--- src/verilog/conv_defines.svh ---
// Register offsets, field positions, reset values and timing counts
`ifndef CONV_DEFINES_SVH
`define CONV_DEFINES_SVH

`define OFF_CONFIG 4'h0
`define OFF_DIVIDER 4'h4
`define OFF_STATUS 4'h8
`define OFF_MASK 4'hC

`define CFG_REF_BIT 7
`define CFG_JUST_HI 6
`define CFG_JUST_LO 5
`define CFG_RSVD_BIT 4
`define CFG_GO_BIT 3
`define CFG_CHAN_HI 2
`define CFG_CHAN_LO 0
`define CFG_WRITE_MASK 8'hEF

`define CONFIG_RESET 8'h00
`define DIVIDER_RESET 8'h00
`define REF_PERIOD_NS 1736
`define CLK_PERIOD_NS 4
`define REF_PERIOD_CYCLES (`REF_PERIOD_NS / `CLK_PERIOD_NS)

`define EVT_DONE_BIT 0
`define EVT_BAD_JUST_BIT 1

`endif

--- src/verilog/conv_pkg.sv ---
// Types shared by the converter control files
package conv_pkg;
    typedef enum logic [1:0] {
        JUST_RIGHT = 2'h0,
        JUST_SIGNED = 2'h1,
        JUST_LEFT = 2'h2,
        JUST_RSVD = 2'h3
    } justify_e;

    typedef struct packed {
        logic reference_select;
        justify_e result_justify;
        logic reserved;
        logic start_done;
        logic [2:0] channel_select;
    } config_s;

    typedef struct packed {
        logic start;
        logic use_ext_ref;
        justify_e justify;
        logic [2:0] channel;
    } conv_req_s;
endpackage

--- src/verilog/ref_clock_gen.sv ---
// Reference clock generator driven by the divider count
`timescale 1ns/1ps
`include "conv_defines.svh"
module ref_clock_gen (
    input wire logic aclk,
    input wire logic aresetn,
    input wire logic [7:0] divider,
    output logic ref_tick,
    output logic ref_clk
);
    logic [7:0] count;
    logic [7:0] next_count;
    logic next_tick;
    logic next_ref_clk;

    // Tick every divider+1 cycles; a zero divider ticks every cycle
    always_comb begin
        next_count = count + 8'h01;
        next_tick = 1'b0;
        next_ref_clk = ref_clk;
        if (count >= divider) begin
            next_count = 8'h00;
            next_tick = 1'b1;
            next_ref_clk = ~ref_clk;
        end
    end

    always_ff @(posedge aclk) begin
        if (!aresetn) begin
            count <= 8'h00;
            ref_tick <= 1'b0;
            ref_clk <= 1'b0;
        end else begin
            count <= next_count;
            ref_tick <= next_tick;
            ref_clk <= next_ref_clk;
        end
    end

    a_tick_spacing: assert property (@(posedge aclk) disable iff (!aresetn)
        (ref_tick && divider == 8'h01) ##1 (divider == 8'h01)
        |-> !ref_tick ##1 ref_tick)
        else $error("Reference tick spacing wrong");
endmodule

--- src/verilog/conv_control.sv ---
// Converter control block with AXI4-Lite register access
//
// The implementer's own choices: the AXI4-Lite slave port and the placing of the registers.
`timescale 1ns/1ps
`include "conv_defines.svh"
module conv_control (
    input wire logic aclk,
    input wire logic aresetn,
    input wire logic [3:0] s_awaddr,
    input wire logic s_awvalid,
    output logic s_awready,
    input wire logic [31:0] s_wdata,
    input wire logic [3:0] s_wstrb,
    input wire logic s_wvalid,
    output logic s_wready,
    output logic [1:0] s_bresp,
    output logic s_bvalid,
    input wire logic s_bready,
    input wire logic [3:0] s_araddr,
    input wire logic s_arvalid,
    output logic s_arready,
    output logic [31:0] s_rdata,
    output logic [1:0] s_rresp,
    output logic s_rvalid,
    input wire logic s_rready,
    output conv_pkg::conv_req_s conv_req,
    output logic ref_clk,
    input wire logic conv_done,
    output logic irq
);
    // -------------------------------------------------------------------
    // Register state
    // -------------------------------------------------------------------
    conv_pkg::config_s cfg;
    conv_pkg::config_s next_cfg;
    logic [7:0] divider;
    logic [7:0] next_divider;
    logic [1:0] status;
    logic [1:0] next_status;
    logic [1:0] mask;
    logic [1:0] next_mask;
    logic busy;
    logic next_busy;
    logic done_s1;
    logic done_s2;
    logic done_prev;
    logic ref_tick;
    conv_pkg::conv_req_s next_conv_req;

    // -------------------------------------------------------------------
    // Bus write channel
    // -------------------------------------------------------------------
    logic aw_held;
    logic next_aw_held;
    logic w_held;
    logic next_w_held;
    logic [3:0] aw_addr;
    logic [3:0] next_aw_addr;
    logic [31:0] w_data;
    logic [31:0] next_w_data;
    logic w_strb0;
    logic next_w_strb0;
    logic next_bvalid;
    logic [1:0] next_bresp;
    logic wr_fire;
    logic [1:0] next_rresp;
    logic next_rvalid;
    logic [31:0] next_rdata;
    logic done_edge;

    function automatic logic mapped(input logic [3:0] a);
        mapped = (a == `OFF_CONFIG) || (a == `OFF_DIVIDER) ||
                 (a == `OFF_STATUS) || (a == `OFF_MASK);
    endfunction

    assign s_awready = !aw_held && !s_bvalid;
    assign s_wready = !w_held && !s_bvalid;
    assign s_arready = !s_rvalid;
    assign wr_fire = aw_held && w_held && !s_bvalid;
    assign done_edge = done_s2 && !done_prev;

    always_comb begin
        next_aw_held = aw_held;
        next_w_held = w_held;
        next_aw_addr = aw_addr;
        next_w_data = w_data;
        next_w_strb0 = w_strb0;
        next_bvalid = s_bvalid;
        next_bresp = s_bresp;
        if (s_awvalid && s_awready) begin
            next_aw_held = 1'b1;
            next_aw_addr = s_awaddr;
        end
        if (s_wvalid && s_wready) begin
            next_w_held = 1'b1;
            next_w_data = s_wdata;
            next_w_strb0 = s_wstrb[0];
        end
        if (wr_fire) begin
            next_aw_held = 1'b0;
            next_w_held = 1'b0;
            next_bvalid = 1'b1;
            next_bresp = mapped(aw_addr) ? 2'h0 : 2'h2;
        end else if (s_bvalid && s_bready) begin
            next_bvalid = 1'b0;
        end
    end

    // -------------------------------------------------------------------
    // Register updates
    // -------------------------------------------------------------------
    always_comb begin
        next_cfg = cfg;
        next_divider = divider;
        next_mask = mask;
        next_status = status;
        next_busy = busy;
        if (busy && done_edge) begin
            next_busy = 1'b0;
            next_status[`EVT_DONE_BIT] = 1'b1;
        end
        if (wr_fire && w_strb0) begin
            unique case (aw_addr)
                `OFF_CONFIG: begin
                    // Reserved bit masked off so it always reads zero
                    next_cfg = conv_pkg::config_s'(w_data[7:0] &
                        `CFG_WRITE_MASK);
                    next_cfg.start_done = 1'b0;
                    if (w_data[`CFG_GO_BIT]) begin
                        next_busy = 1'b1;
                    end
                    if (w_data[`CFG_JUST_HI:`CFG_JUST_LO] == 2'h3) begin
                        next_status[`EVT_BAD_JUST_BIT] = 1'b1;
                    end
                end
                `OFF_DIVIDER: next_divider = w_data[7:0];
                // Set wins over clear: a fresh event stays pending
                `OFF_STATUS: next_status = next_status &
                    ~(w_data[1:0] & ~(status ^ next_status));
                `OFF_MASK: next_mask = w_data[1:0];
                default: ;
            endcase
        end
        next_cfg.start_done = next_busy;
    end

    always_ff @(posedge aclk) begin
        if (!aresetn) begin
            aw_held <= 1'b0;
            w_held <= 1'b0;
            aw_addr <= 4'h0;
            w_data <= 32'h0;
            w_strb0 <= 1'b0;
            s_bvalid <= 1'b0;
            s_bresp <= 2'h0;
            cfg <= `CONFIG_RESET;
            divider <= `DIVIDER_RESET;
            mask <= 2'h0;
            status <= 2'h0;
            busy <= 1'b0;
        end else begin
            aw_held <= next_aw_held;
            w_held <= next_w_held;
            aw_addr <= next_aw_addr;
            w_data <= next_w_data;
            w_strb0 <= next_w_strb0;
            s_bvalid <= next_bvalid;
            s_bresp <= next_bresp;
            cfg <= next_cfg;
            divider <= next_divider;
            mask <= next_mask;
            status <= next_status;
            busy <= next_busy;
        end
    end

    // -------------------------------------------------------------------
    // Read channel
    // -------------------------------------------------------------------
    always_comb begin
        next_rvalid = s_rvalid;
        next_rdata = s_rdata;
        next_rresp = s_rresp;
        if (s_arvalid && s_arready) begin
            next_rvalid = 1'b1;
            next_rresp = 2'h0;
            next_rdata = 32'h0;
            unique case (s_araddr)
                `OFF_CONFIG: next_rdata = {24'h0, cfg};
                `OFF_DIVIDER: next_rdata = {24'h0, divider};
                `OFF_STATUS: next_rdata = {30'h0, status};
                `OFF_MASK: next_rdata = {30'h0, mask};
                default: next_rresp = 2'h2;
            endcase
        end else if (s_rvalid && s_rready) begin
            next_rvalid = 1'b0;
        end
    end

    always_ff @(posedge aclk) begin
        if (!aresetn) begin
            s_rvalid <= 1'b0;
            s_rdata <= 32'h0;
            s_rresp <= 2'h0;
        end else begin
            s_rvalid <= next_rvalid;
            s_rdata <= next_rdata;
            s_rresp <= next_rresp;
        end
    end

    // -------------------------------------------------------------------
    // Converter side
    // -------------------------------------------------------------------
    always_comb begin
        next_conv_req.start = busy;
        next_conv_req.use_ext_ref = cfg.reference_select;
        next_conv_req.justify = cfg.result_justify;
        next_conv_req.channel = cfg.channel_select;
    end

    // Done comes from the analog core, so it is synchronised first
    always_ff @(posedge aclk) begin
        if (!aresetn) begin
            done_s1 <= 1'b0;
            done_s2 <= 1'b0;
            done_prev <= 1'b0;
            conv_req <= '0;
        end else begin
            done_s1 <= conv_done;
            done_s2 <= done_s1;
            done_prev <= done_s2;
            conv_req <= next_conv_req;
        end
    end

    assign irq = |(status & mask);

    ref_clock_gen u_ref_clock_gen (
        .aclk(aclk),
        .aresetn(aresetn),
        .divider(divider),
        .ref_tick(ref_tick),
        .ref_clk(ref_clk)
    );

    // -------------------------------------------------------------------
    // Checks
    // -------------------------------------------------------------------
    a_go_starts: assert property (@(posedge aclk) disable iff (!aresetn)
        (wr_fire && w_strb0 && aw_addr == `OFF_CONFIG &&
         w_data[`CFG_GO_BIT]) |=> busy ##1 conv_req.start)
        else $error("Start write did not begin conversion");
    a_busy_reads_one: assert property (@(posedge aclk) disable iff (!aresetn)
        (s_arvalid && s_arready && s_araddr == `OFF_CONFIG)
        |=> s_rdata[`CFG_GO_BIT] == $past(busy))
        else $error("start_done does not track busy");
    a_done_clears: assert property (@(posedge aclk) disable iff (!aresetn)
        (busy && done_edge && !(wr_fire && aw_addr == `OFF_CONFIG))
        |=> !cfg.start_done && status[`EVT_DONE_BIT])
        else $error("Finished conversion not reported");
    a_reserved_zero: assert property (@(posedge aclk) disable iff (!aresetn)
        !cfg.reserved)
        else $error("Reserved bit set");
    a_ref_follows: assert property (@(posedge aclk) disable iff (!aresetn)
        $changed(cfg.reference_select) |=>
        conv_req.use_ext_ref == $past(cfg.reference_select))
        else $error("Reference select not forwarded");
    a_chan_follows: assert property (@(posedge aclk) disable iff (!aresetn)
        ##1 conv_req.channel == $past(cfg.channel_select))
        else $error("Channel select not forwarded");
    a_just_follows: assert property (@(posedge aclk) disable iff (!aresetn)
        ##1 conv_req.justify == $past(cfg.result_justify))
        else $error("Justify not forwarded");
    a_divider_load: assert property (@(posedge aclk) disable iff (!aresetn)
        (wr_fire && w_strb0 && aw_addr == `OFF_DIVIDER)
        |=> divider == $past(w_data[7:0]))
        else $error("Divider not loaded");
    a_irq_level: assert property (@(posedge aclk) disable iff (!aresetn)
        irq == |(status & mask))
        else $error("Interrupt level wrong");
    a_bvalid_hold: assert property (@(posedge aclk) disable iff (!aresetn)
        (s_bvalid && !s_bready) |=> s_bvalid && $stable(s_bresp))
        else $error("Write response dropped early");
    a_rvalid_hold: assert property (@(posedge aclk) disable iff (!aresetn)
        (s_rvalid && !s_rready) |=> s_rvalid && $stable(s_rdata) &&
        $stable(s_rresp))
        else $error("Read response dropped early");
    a_read_unmapped: assert property (@(posedge aclk) disable iff (!aresetn)
        (s_arvalid && s_arready && !mapped(s_araddr))
        |=> s_rresp == 2'h2 && s_rdata == 32'h0)
        else $error("Unmapped read not refused");
    a_write_unmapped: assert property (@(posedge aclk) disable iff (!aresetn)
        (wr_fire && !mapped(aw_addr)) |=> s_bvalid && s_bresp == 2'h2)
        else $error("Unmapped write not refused");
    a_start_follows: assert property (@(posedge aclk) disable iff (!aresetn)
        ##1 conv_req.start == $past(busy))
        else $error("Start not forwarded");
    a_just_flagged: assert property (@(posedge aclk) disable iff (!aresetn)
        (wr_fire && w_strb0 && aw_addr == `OFF_CONFIG &&
         w_data[`CFG_JUST_HI:`CFG_JUST_LO] == 2'h3)
        |=> status[`EVT_BAD_JUST_BIT])
        else $error("Reserved justify code not flagged");
    a_status_sticky: assert property (@(posedge aclk) disable iff (!aresetn)
        (status[`EVT_DONE_BIT] &&
         !(wr_fire && w_strb0 && aw_addr == `OFF_STATUS))
        |=> status[`EVT_DONE_BIT])
        else $error("Done flag lost without a clear");
    a_strobe_ignored: assert property (@(posedge aclk) disable iff (!aresetn)
        (wr_fire && !w_strb0) |=> $stable(divider) && $stable(mask))
        else $error("Write without strobe took effect");
    a_rsvd_readback: assert property (@(posedge aclk) disable iff (!aresetn)
        (s_arvalid && s_arready && s_araddr == `OFF_CONFIG)
        |=> !s_rdata[`CFG_RSVD_BIT])
        else $error("Reserved bit read back as one");
    a_done_synced: assert property (@(posedge aclk) disable iff (!aresetn)
        done_edge |-> $past(conv_done, 2))
        else $error("Done edge not synchronised");
endmodule

--- config.mk ---
export PLATFORM = sky130hd
export DESIGN_NAME = conv_control
export DESIGN_NICKNAME = d
export VERILOG_FILES = /design/src/verilog/conv_pkg.sv /design/src/verilog/ref_clock_gen.sv /design/src/verilog/conv_control.sv
export VERILOG_INCLUDE_DIRS = /design/src /design/src/verilog
export SDC_FILE = /design/constraint.sdc
export NUM_CORES = 1
export LEC_CHECK = 0
export ABC_AREA = 1
export BUFFER_PORTS_ARGS = -buffer_cell sky130_fd_sc_hd__buf_2
export CORE_UTILIZATION = 50
export DETAILED_ROUTE_END_ITERATION = 8
export MAX_ROUTING_LAYER = met4
export PLACE_DENSITY = 0.77
export SKIP_LAST_GASP = 1
export SLEW_MARGIN = 5
export SYNTH_ARGS = -nofsm -noshare
export SYNTH_HDL_FRONTEND = slang
export SYNTH_HIERARCHICAL = 1
export SYNTH_SLANG_ARGS = --single-unit
--- constraint.sdc ---
create_clock -name aclk -period 2 [get_ports aclk]
set_clock_uncertainty 0.15 [all_clocks]
set_input_delay 0.3 -clock aclk [delete_from_list [all_inputs] [get_ports aclk]]
set_output_delay 0.3 -clock aclk [all_outputs]
set_load 0.02 [all_outputs]
* After elaboration in Yosys (flattened, before gate mapping) *
Index checks and enable logic that the tools add are counted.

operators by class
  order comparisons = 1
  add/sub/neg operators = 1
  bitwise gates (word level) = 8
  muxes and demuxes = 16
  reduce and logical (&&, ||, !) cells = 33
  eq/ne operators = 8

operator list
  cell                                                    count
  case mux 8 bit (4 select lines)                         1
  equality test 4 bit (second input constant)             4
  logical AND 1 bit                                       12
  two-way mux 1 bit                                       12
  adder 8 x 1 -> 8 bit (second input constant)            1
  equality test 4 x 3 -> 1 bit (second input constant)    2
  >= comparator 8 bit                                     1
  zero test 4 bit                                         2
  AND 2 bit                                               3
  AND reduction 2 bit                                     3
  nonzero test 2 bit                                      3
  OR reduction 2 bit                                      3
  zero test 1 bit                                         5
  two-way mux 2 bit                                       2
  inverter 2 bit                                          2
  OR reduction 4 bit                                      1
  logical OR 1 bit                                        3
  AND reduction 3 bit                                     1
  equality test 2 bit (second input constant)             1
  inequality test 2 x 1 -> 1 bit (second input constant)  1
  inverter 1 bit                                          2
  case mux 1 bit (2 select lines)                         1
  bitwise XOR 2 bit                                       1

storage, ports and cells
  output and inout bits = 50
  word-level logic and storage cells = 94
  bits of input ports = 52
  register bits after elaboration = 91

* Longest topological paths before layout *
Gate-level depths: netlist of run 1.

  depth after elaboration = 11
  depth in mapped cells = 11
  gate-level depth less buffers = 11

* Cells and area by module *
Netlist of run 1, hierarchy kept.

modules (own cells, without submodules)
  module         sequential area each (um^2)  times used  cells each  area each (um^2)
  conv_control   1,121.1                      1           321         2,419.8
  ref_clock_gen  200.2                        1           82          619.3

* Worst setup path after synthesis of run 1 *
Ideal clock, no wire load.

  path kind = register -> register
  from = register s_bvalid
  to = register w_strb0
  clock period less this slack = 1.498 ns
  path slack = 0.502 ns
  library setup time = 0.126 ns
  buffers on the path = 1
  required time = 1.724 ns
  arrival time = 1.222 ns
  cell stages (with the launch flop) = 6
  cell sequence = dfxtp_1 > nor2_1 > nand2_1 > buf_2 > o21ai_0 > a21oi_1

between the ends
  cells in the longest elaborated chain, start to end = 3

ends and longest elaborated chain
  what                    RTL line             RTL
  start, declared         conv_control.sv:17   output logic s_bvalid,
  start signal, assigned  conv_control.sv:167  s_bvalid <= next_bvalid;
  zero test 1 bit         conv_control.sv:77   assign s_wready = !w_held && !s_bvalid;
  logical AND 1 bit       conv_control.sv:77
  named net s_wready      conv_control.sv:15   output logic s_wready,
  logical AND 1 bit       conv_control.sv:94   if (s_wvalid && s_wready) begin
  end signal, assigned    conv_control.sv:166  w_strb0 <= next_w_strb0;
  end, declared           conv_control.sv:61   logic w_strb0;

The timed path passes the listed nets, and every way through them passes these cells.
A chain may end at the register's enable or synchronous reset.

* Worst setup path after layout of run 1 *
  from = register divider[3]
  to = register u_ref_clock_gen.count[7]

between the ends
  cells in the longest elaborated chain, start to end = 2

ends and longest elaborated chain
  what                                 RTL line             RTL
  start, declared                      conv_control.sv:36   logic [7:0] divider;
  start signal, assigned               conv_control.sv:157  divider <= `DIVIDER_RESET;
  start signal, assigned               conv_control.sv:170  divider <= next_divider;
  >= comparator 8 bit                  ref_clock_gen.sv:21  if (count >= divider) begin
  OR reduction 2 bit (no source line)  --
  end signal, assigned                 ref_clock_gen.sv:34  count <= next_count;
  end, declared                        ref_clock_gen.sv:11  logic [7:0] count;

No other way between the ends.

==> results.cfg, run 1 <==
[worst_setup_path]
path_class = flop to flop
cp_data_arrival_time_ns = 1.73
required_ns = 2.11
reg2reg_setup_slack_ns = 0.37
path_max_fanout = 8
crit_path_end_kind = flop
start_kind = flop
rr_endpoint = u_ref_clock_gen/count[7]
r2r-start = divider[3]
worstRegToRegCells = 9

[yosys]
synth.avg_cell_area_um2 = 7.51
synth_cells = 401
ys_warn_count = 6
syn-cell-area_um2 = 3010

[global_route]
antenna_found_initial = 0
grt_max_degree = 21
grt_usage = 0.203
overflow = 0
grt_pass1_vias = 2261
grt_pass1_wl_um = 9660

[die]
initial_utilization = 0.534
core-area_um2 = 5640
die_area_um2 = 6340
rows = 27
pin_count = 102
die_x_um = 79.6
fp.dieH_um = 79.6

[sta]
drv_slew = 0
setup_violations = 0
setup-tns-final_ns = 0
fin_crit_sh = 0.814
hold_viol = 0
fmax_ghz = 0.614
period_needed_ns = 1.63
rsz0062_at_grt = false

[clocking]
cts.clk_slew.worst_paths_ns = 0.07
clockBufferDepth = 2
h-tree-depth = 3
cts-buffers-inserted = 9
clkSinkCount = 65
clkLatencyLatePin_ns = 0.33
root_buffer = clkbuf_8
cts_resized = 0
cts_tree = yes

[outcome]
status = finished, final reports clean

[drt]
totalWireLength_um = 5660
drc = 0
viasPerCell = 4.73
wl_per_cell_um = 10.7
top_layer = met4
dr_wl_met2_um = 2550
final_antenna_net_count = 0
wl_met3_um = 285
firstDrtPassIters = 4
drtIter0Drc = 109
drt-met1-wl_um = 2740
vias = 2507

[place]
placed_area_um2 = 3220
gp_congestion = 0.788
dpl.cell_count = 514
hpwlAfterDp_um = 4200
portBuffers = 48

[finish]
layout_common_cells = nand2_1, nor2_1, dfxtp_1
area_growth_pct = 13.7
final_cells = 530
final_common_cell = nand2_1
antenna_cells = 0
drive_gt1_frac = 0.186
nNetsFinal = 515
final_cell_area_um2 = 3420

[min_path]
hold_start = s_awaddr[1]
holdPathEnd = aw_addr[1]
min_path_type = primary input to flop
whs_path_depth = 3

[power]
p_leak_nw = 1.68
power.density_nw_per_um2 = 804
max-vdd-ir-drop_uv = 435

[job]
max_cap_viol_count = 0
## worst max-delay path: stages, from the launching register on
cell and delay [ns]:
dfxtp_1 0.36, inv_1 0.05, ha_1 0.30, nand2_1 0.07, nand2_1 0.05, nor2_1 0.10, nand2_1 0.06, nand2_1 0.11
nand3_2 0.16, nor2_1 0.15
## area by class of cell
cell class / instances / area [um2]
Inverter: 47 / 183
Timing Repair Buffer: 51 / 265
Fill cell: 534 / 2220
Multi-Input combinational cell: 280 / 1390
Sequential cell: 65 / 1300
Clock inverter: 3 / 40.0
Tap cell: 72 / 90.1
Clock buffer: 12 / 155
## timing repair
action / in CTS / in global routing
hold buffers: 1 / 0
endpoints found under the hold margin: 1 / 0
setup buffers: 0 / 0
## per-stage QoR
stage               worst slack (ns)  power, mW   util  hold slack (ns)
detailed placement             0.356       1.69  0.571            0.260
global route                   0.182       2.88  0.607           0.0812
finish                         0.371       2.75  0.607           0.0662
floorplan                      0.502       1.65      -            0.240
global placement               0.418       1.68  0.571            0.244
CTS                            0.343       2.78  0.607           0.0588
## metal layers
layer | vias up | global-route usage
met5 | - | -
met2 | 76 | 0.320
met4 | 0 | 0.105
met1 | 1100 | 0.247
met3 | 8 | 0.0389
li1 | 1323 | -
## registers in the layout, summed over array words and instances, names as in the netlist
| register | cells |
|---|---|
| w_data | 8 |
| cfg | 6 |
| u_ref_clock_gen/ref_clk | 1 |
| divider | 8 |
| s_bvalid | 1 |
| done_prev | 1 |
| s_rdata | 8 |
| s_rresp | 1 |
| w_strb0 | 1 |
| busy | 1 |
| done_s1 | 1 |
| mask | 2 |
| s_bresp | 1 |
| s_rvalid | 1 |
| u_ref_clock_gen/count | 8 |
| status | 2 |
| w_held | 1 |
| done_s2 | 1 |
| aw_addr | 4 |
| conv_req | 7 |
| aw_held | 1 |
## how the worst max path moves through the flow
stage | from | slack (ns) | depth (start not counted) | endpoint
global placement | divider[3] | 0.42 | 9 | u_ref_clock_gen/count[7]
global route | divider[3] | 0.18 | 9 | u_ref_clock_gen/count[1]
finish | divider[3] | 0.37 | 9 | u_ref_clock_gen/count[7]
detailed placement | divider[3] | 0.36 | 9 | u_ref_clock_gen/count[7]
floorplan | s_bvalid | 0.50 | 5 | w_strb0
CTS | divider[3] | 0.34 | 9 | u_ref_clock_gen/count[7]
## power breakdown
| group | switching, mW | total (mW) | internal [mW] |
|---|---|---|---|
| Clock | 0.460 | 1.09 | 0.633 |
| Sequential | 0.0438 | 1.38 | 1.34 |
| Combinational | 0.195 | 0.278 | 0.0825 |
| Total | 0.699 | 2.75 | 2.05 |
Power figures use the tool's default switching activity.
==> run 2: changes to the inputs <==
--- a/config.mk
+++ b/config.mk
@@ -6,12 +6,12 @@
 export SDC_FILE = /design/constraint.sdc
 export NUM_CORES = 1
 export LEC_CHECK = 0
-export ABC_AREA = 1
+export ABC_AREA = 0
 export BUFFER_PORTS_ARGS = -buffer_cell sky130_fd_sc_hd__buf_2
-export CORE_UTILIZATION = 50
+export CORE_UTILIZATION = 46
 export DETAILED_ROUTE_END_ITERATION = 8
 export MAX_ROUTING_LAYER = met4
-export PLACE_DENSITY = 0.77
+export PLACE_DENSITY = 0.75
 export SKIP_LAST_GASP = 1
 export SLEW_MARGIN = 5
 export SYNTH_ARGS = -nofsm -noshare
==> constraint.sdc (replaced) <==
create_clock -name aclk -period 1.3 [get_ports aclk]
set_clock_uncertainty 0.15 [all_clocks]
set_input_delay 0.195 -clock aclk [delete_from_list [all_inputs] [get_ports aclk]]
set_output_delay 0.195 -clock aclk [all_outputs]
set_load 0.02 [all_outputs]
==> run 2 against run 1 <==
- the run now ends with setup timing left
- area after synthesis rose by 1.6%
- via count grew 12%
- utilization up 12 points
- clock-buffer cell count up 2
- register-to-register slack lost 0.75 ns
- sequential share of layout area shrank 9.2 points
- critical path type unchanged
- largest power group unchanged
==> results.cfg, run 2 <==
[outcome]
status = complete, but fails checks
failed_checks = setup timing

[worst_setup_path]
cp_data_arrival_time_ns = 1.81
start_kind = flop
crit_path_end_kind = flop
path_max_fanout = 3
required_ns = 1.43
path_class = flop to flop

[yosys]
synth_cells = 333
syn-cell-area_um2 = 3060
synth.avg_cell_area_um2 = 9.19
ys_warn_count = 6

[drt]
totalWireLength_um = 8700
drc = 0
drtIter0Drc = 177
firstDrtPassIters = 4
viasPerCell = 5.22
wl_per_cell_um = 16.2
vias = 2804
final_antenna_net_count = 0

[sta]
fin_ws_ns = -0.381
rsz0062_at_grt = true
fmax_ghz = 0.595
period_needed_ns = 1.68
drv_slew = 0
hold_viol = 0
hold_slack_ns = 0.0155
setup_violations = 49
fin_crit_sh = 1.29

[global_route]
grt_pass1_wl_um = 13600
overflow = 0
grt_pass1_vias = 2842
antenna_found_initial = 0
grt_max_degree = 20
grt_usage = 0.254

[place]
gp_congestion = 0.799
portBuffers = 48
hpwlAfterDp_um = 5150
dpl.cell_count = 487
placed_area_um2 = 3650
pre_cts_slack_ns = -0.408

[power]
p_sw_mw = 1.21
p_int_mw = 3.62
comb_power_share = 0.150
switching_share = 0.251
fin_total_pwr_mw = 4.83
p_leak_nw = 1.92
p_seq_frac = 0.435
power.density_nw_per_um2 = 1040
p_clk_frac = 0.415
max-vdd-ir-drop_uv = 823

[die]
die_area_um2 = 6980
pin_count = 102
die_x_um = 83.6
initial_utilization = 0.479
fp.dieH_um = 83.6
rows = 29
core-area_um2 = 6390

[clocking]
root_buffer = clkbuf_8
cts.clk_slew.worst_paths_ns = 0.07
clockBufferDepth = 2
clkLatencyLatePin_ns = 0.35
cts_tree = yes
cts-buffers-inserted = 9
h-tree-depth = 3
clkSinkCount = 65

[finish]
nNetsFinal = 516
final_cell_area_um2 = 4630
antenna_cells = 0
area_growth_pct = 51.3
layout_common_cells = dfxtp_1, buf_2, buf_4
final_cells = 537
drive_gt1_frac = 0.472

[min_path]
min_path_type = primary input to flop

[job]
max_cap_viol_count = 0
==> run 2: final cells by class <==
type / count / area [um2]
Fill cell: 434 / 1760
Tap cell: 77 / 96.3
Inverter: 12 / 45.0
Multi-Input combinational cell: 239 / 1870
Timing Repair Buffer: 128 / 1050
Clock buffer: 14 / 173
Sequential cell: 65 / 1330
Clock inverter: 2 / 60.1
==> run 2: per-layer routing <==
metal / global-route usage / vias up / share of wire
li1: - / 1357 / -
met1: 0.286 / 1333 / 0.42
met2: 0.426 / 86 / 0.51
met3: 0.0623 / 28 / 0.038
met4: 0.116 / 0 / 0.033
met5: - / - / 0
==> run 2: final timing paths <==
check / start / to / slack (ns) / cells after the start
max: divider[4] / u_ref_clock_gen/ref_clk / -0.38 / 5
min reg2reg: done_s1 / done_s2 / 0.29 / 1
max reg2reg: divider[4] / u_ref_clock_gen/ref_clk / -0.38 / 5
min: s_araddr[0] / s_rresp[1] / 0.02 / 3
==> run 2: power groups by stage <==
| stage | registers [mW] | logic (mW) | clock network (mW) |
|---|---|---|---|
| 2_1_floorplan | 2.14 | 0.388 | 0 |
| 3_3_place_gp | 2.13 | 0.508 | 0 |
| 3_5_place_dp | 2.13 | 0.519 | 0 |
| 4_1_cts | 2.09 | 0.642 | 2.01 |
| 5_1_grt | 2.10 | 0.769 | 2.14 |
| 6_report | 2.10 | 0.724 | 2.00 |
==> run 2: per-stage QoR <==
stage,utilization,setup TNS [ns]
global route,0.725,-13.43
finish,0.725,-11.11
CTS,0.691,-9.51
floorplan,-,-6.61
detailed placement,0.571,-7.00
global placement,0.571,-5.96
==> run 2: critical path: stages (launching register included) <==
cell and delay, ns:
dfxtp_2 0.33, inv_1 0.04, ha_1 0.27, nand4_1 0.19, or4_1 0.53, nand4_1 0.10
==> run 2: timing repair <==
action,CTS,global route
pin swaps,26,24
hold endpoints to repair,17,0
buffers inserted,13,3
gates resized for setup,70,45
setup endpoints to repair,39,52
hold buffers,16,0
gates cloned,1,1
